File: config.mk
export PLATFORM = sky130hd
export DESIGN_NAME = ssf_status
export DESIGN_NICKNAME = d
export VERILOG_FILES = /design/src/rtl/ssf_pkg.sv /design/src/rtl/ssf_status.sv /design/src/rtl/ssf_sync2.sv
export SDC_FILE = /design/constraint.sdc
export NUM_CORES = 1
export LEC_CHECK = 0
export BUFFER_PORTS_ARGS = -buffer_cell sky130_fd_sc_hd__buf_2
export CAP_MARGIN = 5
export CORE_AREA = 2 2 121 123
export CTS_CLUSTER_SIZE = 16
export DETAILED_ROUTE_END_ITERATION = 12
export DIE_AREA = 0 0 123 125
export PLACE_DENSITY = 0.46
export SLEW_MARGIN = 25
export SYNTH_ARGS = -nofsm -noshare
export SYNTH_HDL_FRONTEND = slang
export SYNTH_SLANG_ARGS = --single-unit
File: constraint.sdc
create_clock -name clk_in -period 4.3 [get_ports clk_in]
set_clock_uncertainty 0.05 [all_clocks]
set_input_delay 0.215 -clock clk_in [delete_from_list [all_inputs] [get_ports clk_in]]
set_output_delay 0.215 -clock clk_in [all_outputs]
set_load 0.05 [all_outputs]
File: src/rtl/ssf_pkg.sv
package ssf_pkg;

    // ****************************************************************
    // register map, byte addresses on the APB side
    // ****************************************************************
    localparam logic [7:0] SSF_STAT_OFS  = 8'h00;  // serial_status
    localparam logic [7:0] SSF_CTRL_OFS  = 8'h04;  // mode and enable bits
    localparam logic [7:0] SSF_ISTAT_OFS = 8'h08;  // sticky event bits, write one to clear
    localparam logic [7:0] SSF_IMASK_OFS = 8'h0C;  // event mask, same layout

    // ****************************************************************
    // serial_status field positions
    // ****************************************************************
    localparam int SSF_RXCNT_LSB  = 24;
    localparam int SSF_TXCNT_LSB  = 16;
    localparam int SSF_FRAME_ERROR_FLAG_BIT = 12;
    localparam int SSF_BUSY_BIT   = 11;
    localparam int SSF_TUR_BIT    = 8;
    localparam int SSF_SHIFTER_EMPTY_FLAG_BIT   = 7;
    localparam int SSF_ROV_BIT    = 6;
    localparam int SSF_RBE_BIT    = 5;
    localparam int SSF_TBE_BIT    = 3;
    localparam int SSF_TBF_BIT    = 1;
    localparam int SSF_RBF_BIT    = 0;
    localparam logic [31:0] SSF_STAT_RSVD = 32'hE0E0_E614;  // always read as zero

    // ****************************************************************
    // control register field positions
    // ****************************************************************
    localparam int SSF_ON_BIT     = 0;
    localparam int SSF_ENH_BIT    = 1;
    localparam int SSF_FRAMED_ENABLE_BIT  = 2;
    localparam int SSF_AUDEN_BIT  = 3;
    localparam int SSF_IGNTU_BIT  = 8;
    localparam int SSF_IGNOV_BIT  = 9;
    localparam int SSF_TUEN_BIT   = 10;
    localparam int SSF_OVEN_BIT   = 11;
    localparam int SSF_FEEN_BIT   = 12;
    localparam logic [31:0] SSF_CTRL_MASK  = 32'h0000_1F0F;
    localparam logic [31:0] SSF_CTRL_RESET = 32'h0000_0000;

    // ****************************************************************
    // event bits in the sticky status and mask registers
    // ****************************************************************
    localparam int SSF_EV_FRM = 0;
    localparam int SSF_EV_ROV = 1;
    localparam int SSF_EV_TUR = 2;
    localparam int SSF_EV_W   = 3;

    // ****************************************************************
    // sizes and reset values
    // ****************************************************************
    localparam int SSF_PTR_W      = 4;   // fifo pointer width
    localparam int SSF_CNT_W      = 5;   // element count width
    localparam int SSF_BITCNT_W   = 5;   // link bit counter width
    localparam logic [4:0] SSF_WORD_LAST = 5'h07;  // sck edges per word minus one
    localparam logic SSF_TBE_RESET = 1'b1;
    localparam logic SSF_FLAG_RESET = 1'b0;

endpackage

File: src/rtl/ssf_status.sv
`timescale 1ns/100ps

// Contract
// - rx element count at bits 28-24
// - tx element count at bits 20-16
// - frame error flag bit 12, sticky
// - activity flag bit 11 while busy
// - underrun flag bit 8, framed mode
// - shifter empty flag at bit 7
// - overflow bit 6, discard new word
// - rx fifo empty when pointers equal
// - tx empty bit 3, resets high
// - standard mode tx full on load
// - enhanced tx full: write+1 equals read
// - standard mode rx full until read
// - enhanced rx full: write+1 equals read
// - unimplemented bits read zero
// - error events gated by enables
// - audio ignore options avoid halting
module ssf_status
    import ssf_pkg::*;
(
    input  wire logic                 clk_in,       // 100 MHz block clock
    input  wire logic                 rst_b_in,     // sync reset, active low
    input  wire logic                 ce_in,        // clock enable, freezes all
    input  wire logic                 psel_in,      // apb select
    input  wire logic                 penable_in,   // apb enable
    input  wire logic                 pwrite_in,    // apb direction
    input  wire logic [7:0]           paddr_in,     // apb byte address
    input  wire logic [31:0]          pwdata_in,    // apb write data
    output logic      [31:0]          prdata_out,   // apb read data
    output logic                      pready_out,   // apb ready
    output logic                      pslverr_out,  // apb error, unmapped
    input  wire logic                 sck_in,       // link clock pin
    input  wire logic                 fsync_in,     // link frame sync pin
    input  wire logic                 tx_load_in,   // core wrote data buffer
    input  wire logic                 tx_shift_in,  // word moved to shifter
    input  wire logic                 rx_shift_in,  // complete word received
    input  wire logic                 rx_read_in,   // core read data buffer
    output logic [SSF_PTR_W-1:0]      tx_wr_ptr_out, // tx write pointer
    output logic [SSF_PTR_W-1:0]      tx_rd_ptr_out, // shifter read pointer
    output logic [SSF_PTR_W-1:0]      rx_wr_ptr_out, // rx write pointer
    output logic [SSF_PTR_W-1:0]      rx_rd_ptr_out, // rx read pointer
    output logic                      halt_out,     // critical error stop
    output logic                      send_zeros_out, // underrun fill
    output logic                      irq_out       // level interrupt
);

    // ****************************************************************
    // declarations
    // ****************************************************************
    logic [31:0]           ctrl_q;
    logic [SSF_EV_W-1:0]   ev_q;
    logic [SSF_EV_W-1:0]   mask_q;
    logic [SSF_PTR_W-1:0]  twp_q, srp_q, rwp_q, rrp_q;
    logic [SSF_PTR_W-1:0]  twp_d, srp_d;
    logic                  tx_empty_q, tx_full_q, rx_full_q;
    logic                  frm_err_q, tx_und_q, rx_ovf_q;
    logic                  shifter_full_q, busy_q;
    logic [SSF_BITCNT_W-1:0] bitcnt_q;
    logic [1:0]            link_s;
    logic                  sck_prev_q, fs_prev_q;
    logic                  sck_rise, fs_rise, word_done;
    logic                  on, enh, framed_enable, auden;
    logic                  tx_full_w, rx_full_w, rx_empty_w, tx_none_w;
    logic                  ovf_ev, und_ev, frm_ev;
    logic                  apb_setup, apb_wr, stat_wr;
    logic [31:0]           stat_w;
    logic [31:0]           rdata_d;
    logic                  err_d;

    assign on    = ctrl_q[SSF_ON_BIT];
    assign enh   = ctrl_q[SSF_ENH_BIT];
    assign framed_enable = ctrl_q[SSF_FRAMED_ENABLE_BIT];
    assign auden = ctrl_q[SSF_AUDEN_BIT];

    // ****************************************************************
    // link pins: synchronise, then find edges
    // ****************************************************************
    ssf_sync2 #(
        .WIDTH(2)
    ) u_sync (
        .clk_in   (clk_in),
        .rst_b_in (rst_b_in),
        .ce_in    (ce_in),
        .d_in     ({fsync_in, sck_in}),
        .q_out    (link_s)
    );

    // edge history runs off the second stage only
    always_ff @(posedge clk_in) begin
        if (!rst_b_in) begin
            sck_prev_q <= 1'b0;
            fs_prev_q  <= 1'b0;
        end else if (ce_in) begin
            sck_prev_q <= link_s[0];
            fs_prev_q  <= link_s[1];
        end
    end

    assign sck_rise  = link_s[0] & ~sck_prev_q;
    assign fs_rise   = link_s[1] & ~fs_prev_q;
    assign word_done = sck_rise & (bitcnt_q == SSF_WORD_LAST);

    // bit position within a word; a frame sync restarts the word
    always_ff @(posedge clk_in) begin
        if (!rst_b_in) begin
            bitcnt_q <= '0;
        end else if (ce_in) begin
            if (!on || fs_rise || word_done) begin
                bitcnt_q <= '0;
            end else if (sck_rise) begin
                bitcnt_q <= bitcnt_q + 5'h01;
            end
        end
    end

    // ****************************************************************
    // buffer state
    // ****************************************************************
    assign tx_full_w  = enh ? ((twp_q + 4'h1) == srp_q) : tx_full_q;
    assign rx_full_w  = enh ? ((rwp_q + 4'h1) == rrp_q) : rx_full_q;
    assign rx_empty_w = (rrp_q == rwp_q);
    assign tx_none_w  = enh ? (twp_q == srp_q) : tx_empty_q;

    // next tx pointers, used to settle the empty flag in enhanced mode
    always_comb begin
        twp_d = twp_q;
        srp_d = srp_q;
        if (enh && tx_load_in && !tx_full_w) begin
            twp_d = twp_q + 4'h1;
        end
        if (enh && tx_shift_in && !tx_none_w) begin
            srp_d = srp_q + 4'h1;
        end
    end

    // tx pointers and standard-mode tx flags; disable empties the buffer
    always_ff @(posedge clk_in) begin
        if (!rst_b_in) begin
            twp_q      <= '0;
            srp_q      <= '0;
            tx_full_q  <= SSF_FLAG_RESET;
            tx_empty_q <= SSF_TBE_RESET;
        end else if (ce_in) begin
            if (!on) begin
                twp_q      <= '0;
                srp_q      <= '0;
                tx_full_q  <= SSF_FLAG_RESET;
                tx_empty_q <= SSF_TBE_RESET;
            end else if (enh) begin
                twp_q      <= twp_d;
                srp_q      <= srp_d;
                tx_empty_q <= (twp_d == srp_d);
            end else if (tx_load_in) begin
                tx_full_q  <= 1'b1;
                tx_empty_q <= 1'b0;
            end else if (tx_shift_in) begin
                tx_full_q  <= 1'b0;
                tx_empty_q <= 1'b1;
            end
        end
    end

    // rx side: a word arriving into a full buffer is dropped
    assign ovf_ev = on & rx_shift_in & rx_full_w;

    always_ff @(posedge clk_in) begin
        if (!rst_b_in) begin
            rwp_q     <= '0;
            rrp_q     <= '0;
            rx_full_q <= SSF_FLAG_RESET;
        end else if (ce_in) begin
            if (!on) begin
                rwp_q     <= '0;
                rrp_q     <= '0;
                rx_full_q <= SSF_FLAG_RESET;
            end else if (enh) begin
                if (rx_shift_in && !rx_full_w) begin
                    rwp_q <= rwp_q + 4'h1;
                end
                if (rx_read_in && !rx_empty_w) begin
                    rrp_q <= rrp_q + 4'h1;
                end
            end else if (rx_shift_in && !rx_full_q) begin
                rx_full_q <= 1'b1;
            end else if (rx_read_in) begin
                rx_full_q <= 1'b0;
            end
        end
    end

    // shifter holds a word from tx_shift_in until the last link edge of it
    always_ff @(posedge clk_in) begin
        if (!rst_b_in) begin
            shifter_full_q <= 1'b0;
            busy_q         <= 1'b0;
        end else if (ce_in) begin
            if (!on) begin
                shifter_full_q <= 1'b0;
            end else if (tx_shift_in) begin
                shifter_full_q <= 1'b1;
            end else if (word_done) begin
                shifter_full_q <= 1'b0;
            end
            busy_q <= on & (shifter_full_q | (bitcnt_q != '0) | ~tx_none_w);
        end
    end

    // ****************************************************************
    // sticky error flags
    // ****************************************************************
    // underrun: a frame starts with nothing to send
    assign und_ev  = on & framed_enable & fs_rise & tx_none_w;
    // frame error: a frame sync lands in the middle of a word
    assign frm_ev  = on & framed_enable & fs_rise & (bitcnt_q != '0);
    assign apb_wr  = psel_in & penable_in & pready_out & pwrite_in;
    assign stat_wr = apb_wr & (paddr_in == SSF_STAT_OFS);

    // set wins over a software clear in the same cycle; writing one keeps
    always_ff @(posedge clk_in) begin
        if (!rst_b_in) begin
            frm_err_q <= SSF_FLAG_RESET;
            tx_und_q  <= SSF_FLAG_RESET;
            rx_ovf_q  <= SSF_FLAG_RESET;
        end else if (ce_in) begin
            if (!on) begin
                frm_err_q <= 1'b0;
                tx_und_q  <= 1'b0;
                rx_ovf_q  <= 1'b0;
            end else begin
                frm_err_q <= frm_ev | (frm_err_q & ~(stat_wr & ~pwdata_in[SSF_FRAME_ERROR_FLAG_BIT]));
                tx_und_q  <= und_ev | (tx_und_q & ~(stat_wr & ~pwdata_in[SSF_TUR_BIT]));
                rx_ovf_q  <= ovf_ev | (rx_ovf_q & ~(stat_wr & ~pwdata_in[SSF_ROV_BIT]));
            end
        end
    end

    // critical errors stop the link unless audio ignores them
    always_ff @(posedge clk_in) begin
        if (!rst_b_in) begin
            halt_out       <= 1'b0;
            send_zeros_out <= 1'b0;
        end else if (ce_in) begin
            if (!on) begin
                halt_out       <= 1'b0;
                send_zeros_out <= 1'b0;
            end else begin
                if ((ovf_ev && !(auden && ctrl_q[SSF_IGNOV_BIT])) ||
                    (und_ev && !(auden && ctrl_q[SSF_IGNTU_BIT]))) begin
                    halt_out <= 1'b1;
                end
                if (und_ev && auden && ctrl_q[SSF_IGNTU_BIT]) begin
                    send_zeros_out <= 1'b1;
                end else if (tx_load_in) begin
                    send_zeros_out <= 1'b0;
                end
            end
        end
    end

    // ****************************************************************
    // events and interrupt
    // ****************************************************************
    // only enabled error kinds reach the sticky event bits
    always_ff @(posedge clk_in) begin
        if (!rst_b_in) begin
            ev_q <= '0;
        end else if (ce_in) begin
            ev_q[SSF_EV_FRM] <= (frm_ev & ctrl_q[SSF_FEEN_BIT])
                | (ev_q[SSF_EV_FRM] & ~(apb_wr & (paddr_in == SSF_ISTAT_OFS)
                                        & pwdata_in[SSF_EV_FRM]));
            ev_q[SSF_EV_ROV] <= (ovf_ev & ctrl_q[SSF_OVEN_BIT])
                | (ev_q[SSF_EV_ROV] & ~(apb_wr & (paddr_in == SSF_ISTAT_OFS)
                                        & pwdata_in[SSF_EV_ROV]));
            ev_q[SSF_EV_TUR] <= (und_ev & ctrl_q[SSF_TUEN_BIT])
                | (ev_q[SSF_EV_TUR] & ~(apb_wr & (paddr_in == SSF_ISTAT_OFS)
                                        & pwdata_in[SSF_EV_TUR]));
        end
    end

    // interrupt follows the masked events one cycle later
    always_ff @(posedge clk_in) begin
        if (!rst_b_in) begin
            irq_out <= 1'b0;
        end else if (ce_in) begin
            irq_out <= |(ev_q & mask_q);
        end
    end

    // ****************************************************************
    // apb slave
    // ****************************************************************
    // status word; everything not listed reads as zero
    always_comb begin
        stat_w = '0;
        stat_w[SSF_RXCNT_LSB +: SSF_CNT_W] = {1'b0, rwp_q - rrp_q};
        stat_w[SSF_TXCNT_LSB +: SSF_CNT_W] = {1'b0, twp_q - srp_q};
        stat_w[SSF_FRAME_ERROR_FLAG_BIT] = frm_err_q;
        stat_w[SSF_BUSY_BIT]   = busy_q;
        stat_w[SSF_TUR_BIT]    = tx_und_q;
        // fifo-side flags mean nothing in standard mode, so they read zero there
        stat_w[SSF_SHIFTER_EMPTY_FLAG_BIT]   = enh & ~shifter_full_q;
        stat_w[SSF_ROV_BIT]    = rx_ovf_q;
        stat_w[SSF_RBE_BIT]    = enh & rx_empty_w;
        stat_w[SSF_TBE_BIT]    = tx_empty_q;
        stat_w[SSF_TBF_BIT]    = tx_full_w;
        stat_w[SSF_RBF_BIT]    = rx_full_w;
    end

    assign apb_setup = psel_in & ~penable_in;

    // read mux, sampled in the setup cycle so the answer comes from flops
    always_comb begin
        rdata_d = '0;
        err_d   = 1'b0;
        unique case (paddr_in)
            SSF_STAT_OFS:  rdata_d = stat_w;
            SSF_CTRL_OFS:  rdata_d = ctrl_q;
            SSF_ISTAT_OFS: rdata_d = {29'h0, ev_q};
            SSF_IMASK_OFS: rdata_d = {29'h0, mask_q};
            default:       err_d   = 1'b1;
        endcase
    end

    // zero wait states: ready rises at the end of setup, falls after access
    always_ff @(posedge clk_in) begin
        if (!rst_b_in) begin
            prdata_out  <= '0;
            pready_out  <= 1'b0;
            pslverr_out <= 1'b0;
        end else if (ce_in) begin
            pready_out  <= apb_setup;
            pslverr_out <= apb_setup & err_d;
            if (apb_setup) begin
                prdata_out <= pwrite_in ? 32'h0000_0000 : rdata_d;
            end
        end
    end

    // writable registers; status bits other than clears are read-only
    always_ff @(posedge clk_in) begin
        if (!rst_b_in) begin
            ctrl_q <= SSF_CTRL_RESET;
            mask_q <= '0;
        end else if (ce_in && apb_wr) begin
            if (paddr_in == SSF_CTRL_OFS) begin
                ctrl_q <= pwdata_in & SSF_CTRL_MASK;
            end
            if (paddr_in == SSF_IMASK_OFS) begin
                mask_q <= pwdata_in[SSF_EV_W-1:0];
            end
        end
    end

    assign tx_wr_ptr_out = twp_q;
    assign tx_rd_ptr_out = srp_q;
    assign rx_wr_ptr_out = rwp_q;
    assign rx_rd_ptr_out = rrp_q;
endmodule

File: src/rtl/ssf_sync2.sv
`timescale 1ns/100ps

// ********************************************************************
// two-stage synchroniser for link pins
// ********************************************************************
module ssf_sync2 #(
    parameter int WIDTH = 2
) (
    input  wire logic             clk_in,    // block clock
    input  wire logic             rst_b_in,  // sync reset, active low
    input  wire logic             ce_in,     // clock enable
    input  wire logic [WIDTH-1:0] d_in,      // asynchronous levels
    output logic      [WIDTH-1:0] q_out      // synchronised levels
);

    // first stage feeds only the second, never any logic
    genvar gi;
    generate
        for (gi = 0; gi < WIDTH; gi++) begin : g_bit
            logic meta_q;
            logic sync_q;
            always_ff @(posedge clk_in) begin
                if (!rst_b_in) begin
                    meta_q <= 1'b0;
                    sync_q <= 1'b0;
                end else if (ce_in) begin
                    meta_q <= d_in[gi];
                    sync_q <= meta_q;
                end
            end
            assign q_out[gi] = sync_q;
        end
    endgenerate

endmodule

==> flow_summary_export.csv, run 1 <==
group,metric,value,unit
detailed_routing,routedWlPerCell,15.3,um
yosys,syn-instance-count,486,
detailed_routing,drc,0,
yosys,synth_compound_area_share,19.4,%
yosys,synthArstFlopShare,0,%
placement,hpwl,8240,um
power,p_clk_share,51.1,%
placement,place_ws,1880,ps
status,status,"completed",
detailed_routing,via_per_inst,4.84,
global_routing,grt_max_degree,38,
yosys,synth_adder_area_share,4.62,%
power,seq_power_share,42.9,%
global_routing,grt_pass1_vias,3525,
floorplanning,io_pins,105,
floorplanning,core.rowCount,44,
worst_setup_path,worstSetupPathType,"reg -> reg",
cts,htree_levels,3,
cts,cts_buffers,9,
cts,clkSlewWorstSetupHoldPaths,60,ps
power,power_frac_comb,6.0,%
cts,root_buffer,"clkbuf_16",
worst_setup_path,required,4480,ps
min_path,whs_path_depth,3,
placement,place_congestion,0.810,
power,p_leak,1.97,nW
yosys,synth_xor_area_share,6.48,%
detailed_routing,drtPass1Iterations,5,
yosys,synth-edff-count,0,
sta,drv_slew,0,
sta,fin_crit_sh,56.5,%
sta,fin_setup_tns,0,ps
floorplanning,start_util,29.0,%
min_path,min_path_type,"in -> reg",
power,power_density,332,nW/um^2
detailed_routing,routed_wl,11300,um
sta,layout_min_cycle_time,2430,ps
yosys,synth_flop_cell,"dfxtp_1",
sta,setup_viol,0,
min_path,hp-start,"pwdata_in[10]",
power,ir_worst_vdd,0.171,mV
worst_setup_path,rrSetupSlack,1870,ps
global_routing,antenna_found_initial,0,
global_routing,grt_use_total,15.5,%
cts,ctsLongestPathBuffers,2,
placement,detailed_place.area,4580,um^2
floorplanning,die_x,123,um
cts,cts-resized-gates,0,
finish,n_antenna_cell,0,
worst_setup_path,critPathLaunchType,"flip-flop",
detailed_routing,num_vias,3561,
detailed_routing,drt-initial-drc-count,149,
yosys,avgSynthCellArea,8.46,um^2
finish,final_net_count,613,
yosys,synth-seq-cells,75,
yosys,synth_mux_area_share,3.74,%
floorplanning,die_height,125,um
finish,layout_common_cells,"dfxtp_1 (75), buf_2 (70), nand2_1 (55), nor2b_1 (29), o21ai_0 (28)",
min_path,min_to,"ctrl_q[10]",
cts,hold_buffers,0,
sta,fin_ws,1870,ps
run,cap_violations,0,
power,swShare,23.4,%
finish,drive_gt1_share,18.7,%
yosys,yosys_warnings,0,
worst_setup_path,critPathMaxFanout,7,
placement,numPortBuffers,70,
floorplanning,die_area,15400,um^2
yosys,netlist_area,4110,um^2
yosys,synthSimpleGateAreaFrac,23.3,%
worst_setup_path,reg2reg_depth,8,
cts,cts.sinks,75,
worst_setup_path,worstPathArrival,2610,ps
global_routing,grt_overflow,0,
finish,final_cell_area,4910,um^2
worst_setup_path,end_kind,"flip-flop",
finish,area_growth,19.4,%
cts,post-cts-setup-buffer-count,0,
sta,rsz0062_at_grt,"false",
yosys,synth_cell_type_count,61,
finish,final_common_cell,"dfxtp_1",
power,power_switching,0.381,mW
yosys,synth_top_family_by_area,"simple AND/OR/NAND/NOR gates",
sta,fmax,411,MHz
floorplanning,core,14200,um^2
power,p_int,1.25,mW
cts,cts_tree,"done",
yosys,yosysSeqAreaShare,36.5,%
sta,worst_pin_slew,995,ps
worst_setup_path,r2r_end,"tx_empty_q",
sta,slew_headroom,33.4,%
global_routing,grt_first_pass_wirelength,18500,um
detailed_routing,drtAntennaViolNets,0,
cts,clock_latency,340,ps
worst_setup_path,r2r-start,"tx_rd_ptr_out[2]",
sta,finalHoldViolCount,0,
-- synth_stat cells, types with 2 or more instances --
cell type  number  share of area [%]
xnor2_1        11                2.3
nor3_1          5               0.61
a22o_1          2               0.43
xor2_1         13                2.8
buf_4          12                2.2
o21ai_0        28                3.4
o211a_1         2               0.49
inv_1          18                1.6
a21boi_1        2               0.36
nand2b_1       10                1.5
nor2b_1        29                4.4
a21bo_2         2               0.49
nand2_1        55                5.0
a21boi_0       22                4.0
ha_1           12                3.7
mux2i_1        12                2.9
mux2_2          3               0.82
o21a_1          6                1.1
clkbuf_1       21                1.9
fa_1            2               0.97
a21oi_1        13                1.6
and2_1         14                2.1
nand4_1         5               0.76
a22oi_1        12                2.2
xnor2_2         2               0.79
nand3_1        27                3.3
a32oi_1         4               0.85
and3_1          6               0.91
a21o_1          3               0.55
o22ai_1         2               0.30
nor2_1         27                2.5
dfxtp_1        75                 37
-- state kept, by name, summed over array words and instances (netlist names), 2 cells and up --
register / count
mask_q: 3
u_sync.g_bit.meta_q: 2
ev_q: 3
prdata_out: 20
rx_wr_ptr_out: 4
rx_rd_ptr_out: 4
ctrl_q: 9
bitcnt_q: 5
tx_rd_ptr_out: 4
tx_wr_ptr_out: 4
u_sync.g_bit.sync_q: 2
-- metrics by stage --
step / total power, mW / std cells / hold WS, ps / utilization [%]
6_report: 1.63 / 736 / 88.8 / 34.6
5_1_grt: 1.70 / 736 / 94.3 / 34.6
4_1_cts: 1.66 / 736 / 78.3 / 34.6
3_5_place_dp: 0.814 / 720 / 407 / 32.3
3_3_place_gp: 0.813 / 720 / 408 / 32.3
2_1_floorplan: 0.790 / 497 / 321 / -
-- cell type report --
| class | count | area (um^2) |
|---|---|---|
| sequential | 75 | 1500 |
| fill | 1516 | 9290 |
| timing repair buffer | 73 | 373 |
| multi-input combinational | 370 | 2410 |
| clock inverter | 6 | 87.6 |
| tap | 184 | 230 |
| inverter | 18 | 67.6 |
| clock buffer | 10 | 239 |
-- per-layer routing --
layer / wire [um] / up-vias / global-route usage (%)
li1: - / 1800 / -
met1: 5500 / 1659 / 21.6
met2: 5050 / 90 / 23.0
met3: 545 / 12 / 3.33
met4: 201 / 0 / 6.22
met5: 0 / - / 0
-- cell families (layout without fill, tap and decap cells) --
logic type      Yosys count  in the layout
buf+inv                  52            107
compound gates          114            114
flops                    75             75
xor+xnor                 27             27
other cells               1             12
mux                      15             15
fa+ha+maj                14             14
simple gates            188            188
-- power by group through the flow --
stage | sequential, mW | combinational (mW) | clock, mW
CTS | 0.700 | 0.0985 | 0.859
detailed placement | 0.716 | 0.0981 | 0
global route | 0.700 | 0.106 | 0.892
floorplan | 0.719 | 0.0705 | 0
finish | 0.700 | 0.0979 | 0.834
global placement | 0.716 | 0.0977 | 0
-- critical path, stage by stage, from the launching register on --
cell      delay (ps)
dfxtp_1          450
inv_1            110
ha_1             330
and3_1           250
a21oi_1          480
xnor2_1          200
nand2b_1         130
o22ai_1           80
a31o_2           240
-- how the worst max path moves through the flow --
| stage | start | end |
|---|---|---|
| after CTS | tx_rd_ptr_out[2] | tx_empty_q |
| after detailed placement | tx_rd_ptr_out[2] | tx_empty_q |
| after floorplan | tx_rd_ptr_out[2] | tx_empty_q |
| after global placement | tx_rd_ptr_out[2] | tx_empty_q |
| final | tx_rd_ptr_out[2] | tx_empty_q |
| after global routing | tx_rd_ptr_out[2] | tx_empty_q |
(Power assumes the default switching activity.)
==> run 2, diff against run 1 <==
- clock period: 4.3 -> 2.51 ns (I/O delays scaled with it)
==> flow_summary_export.csv, run 2 (synthesis gave the netlist of run 1 again) <==
group,metric,value,unit
worst_setup_path,rrSetupSlack,280,ps
worst_setup_path,critPathLaunchType,"flip-flop",
sta,fin_ws,282,ps
min_path,min_path_type,"in -> reg",
power,power_frac_comb,6.5,%
cts,cts_buffers,9,
worst_setup_path,r2r-start,"tx_rd_ptr_out[2]",
finish,final_cell_area,5030,um^2
detailed_routing,num_vias,3658,
floorplanning,core,14200,um^2
power,ir_worst_vdd,0.327,mV
finish,fillerInstances,1516,
finish,layout_common_cells,"dfxtp_1 (75), buf_2 (70), nand2_1 (55), nor2b_1 (29), o21ai_0 (28)",
detailed_routing,routedWlPerCell,14.9,um
finish,multi_input_area,2410,um^2
worst_setup_path,critPathCapture,"tx_empty_q",
sta,fmax,449,MHz
finish,seq_area,1500,um^2
power,p_leak,2.04,nW
detailed_routing,drt-initial-drc-count,177,
sta,layout_min_cycle_time,2230,ps
global_routing,grt_use_total,15.1,%
global_routing,antenna_found_initial,0,
detailed_routing,drtPass1Iterations,5,
global_routing,grt_overflow,0,
cts,cts.sinks,75,
placement,numPortBuffers,70,
status,status,"completed",
placement,hpwl,8440,um
worst_setup_path,end_kind,"flip-flop",
floorplanning,die_area,15400,um^2
power,seq_power_share,44.8,%
worst_setup_path,worstPathArrival,2410,ps
cts,clkSlewWorstSetupHoldPaths,60,ps
placement,place_ws,336,ps
power,p_total,2.68,mW
detailed_routing,drc,0,
placement,detailed_place.area,4680,um^2
floorplanning,core.rowCount,44,
worst_setup_path,worstSetupPathType,"reg -> reg",
worst_setup_path,r2r_end,"tx_empty_q",
worst_setup_path,reg2reg_depth,9,
cts,ctsLongestPathBuffers,2,
cts,htree_levels,3,
global_routing,grt_max_degree,28,
sta,rsz0062_at_grt,"false",
placement,place_congestion,0.832,
finish,n_antenna_cell,0,
global_routing,grt_pass1_vias,3512,
cts,cts_tree,"done",
worst_setup_path,critPathMaxFanout,7,
finish,area_growth,22.2,%
sta,finalHoldViolCount,0,
floorplanning,die_height,125,um
floorplanning,io_pins,105,
finish,drive_gt1_share,20.2,%
cts,post-cts-setup-buffer-count,0,
worst_setup_path,startpoint,"tx_rd_ptr_out[2]",
run,cap_violations,0,
power,power_switching,0.653,mW
power,swShare,24.4,%
finish,final_net_count,631,
worst_setup_path,required,2690,ps
sta,fin_setup_tns,0,ps
sta,setup_viol,0,
cts,root_buffer,"clkbuf_16",
sta,drv_slew,0,
power,p_int,2.02,mW
detailed_routing,via_per_inst,4.85,
finish,final_common_cell,"dfxtp_1",
sta,holdWs,6.44,ps
power,power_density,532,nW/um^2
sta,fin_crit_sh,88.7,%
finish,regMostFlops,"prdata_out",
finish,reg_top3,"prdata_out x20, ctrl_q x9, bitcnt_q x5",
cts,clock_latency,340,ps
power,p_clk_share,48.7,%
floorplanning,die_x,123,um
finish,largest_reg_flops,20,
floorplanning,start_util,29.0,%
global_routing,grt_first_pass_wirelength,18300,um
detailed_routing,routed_wl,11200,um
detailed_routing,drtAntennaViolNets,0,
[run 2: cell count changes in the layout (fill, tap and decap cells not counted), sizes merged]
cell and delta:
inv -1, buf +13, clkinv +2, dlygate4sd3 +5, bufinv -1
[run 2: metal layers]
layer / global-route usage [%] / up-vias / share of wire, %
met5: 0 / - / 0
met3: 4.11 / 16 / 5.5
met4: 4.88 / 0 / 1.6
met1: 20.2 / 1710 / 47
li1: - / 1832 / -
met2: 23.6 / 100 / 46
[run 2: worst min path at each step]
stage,startpoint,to,depth (start not counted),slack [ps]
floorplan,pwdata_in[10],ctrl_q[10],2,230
detailed placement,pwdata_in[9],ctrl_q[9],3,350
finish,fsync_in,u_sync.g_bit[1].meta_q,3,6
global placement,sck_in,u_sync.g_bit[0].meta_q,3,340
CTS,fsync_in,u_sync.g_bit[1].meta_q,3,0.5
global route,fsync_in,u_sync.g_bit[1].meta_q,3,30
[run 2: timing repair]
item / CTS / global route
endpoints found under the hold margin: 5 / 0
hold buffers: 5 / 0
gates resized for setup: 0 / 0
[run 2: area by class of cell]
class / count / area share [%]
clock inverters: 6 / 1.32
multi-input cells: 370 / 48.0
flip-flops and latches: 75 / 29.9
inverters: 18 / 1.34
clock buffers: 10 / 4.55
well taps: 184 / 4.58
repair buffers: 91 / 10.4
[run 2: power groups by stage]
stage | Combinational (mW) | Clock [mW] | Sequential [mW]
after floorplan | 0.121 | 0 | 1.23
after global placement | 0.168 | 0 | 1.23
after detailed placement | 0.169 | 0 | 1.23
after CTS | 0.175 | 1.34 | 1.20
after global routing | 0.188 | 1.39 | 1.20
final | 0.173 | 1.30 | 1.20
[run 2: worst max-delay path, cell delays in order, from the launching register on]
cell and delay [ps]:
dfxtp_1 450, inv_1 100, ha_1 330, and3_1 240, a21oi_1 90, buf_4 170, xnor2_1 240, nand2b_1 140
o22ai_1 70, a31o_2 230
[run 2: stage by stage]
stage	util, %	instances
6_report	35.4	754
5_1_grt	35.4	754
4_1_cts	35.4	754
3_5_place_dp	33.0	733
3_3_place_gp	33.0	733
2_1_floorplan	-	497
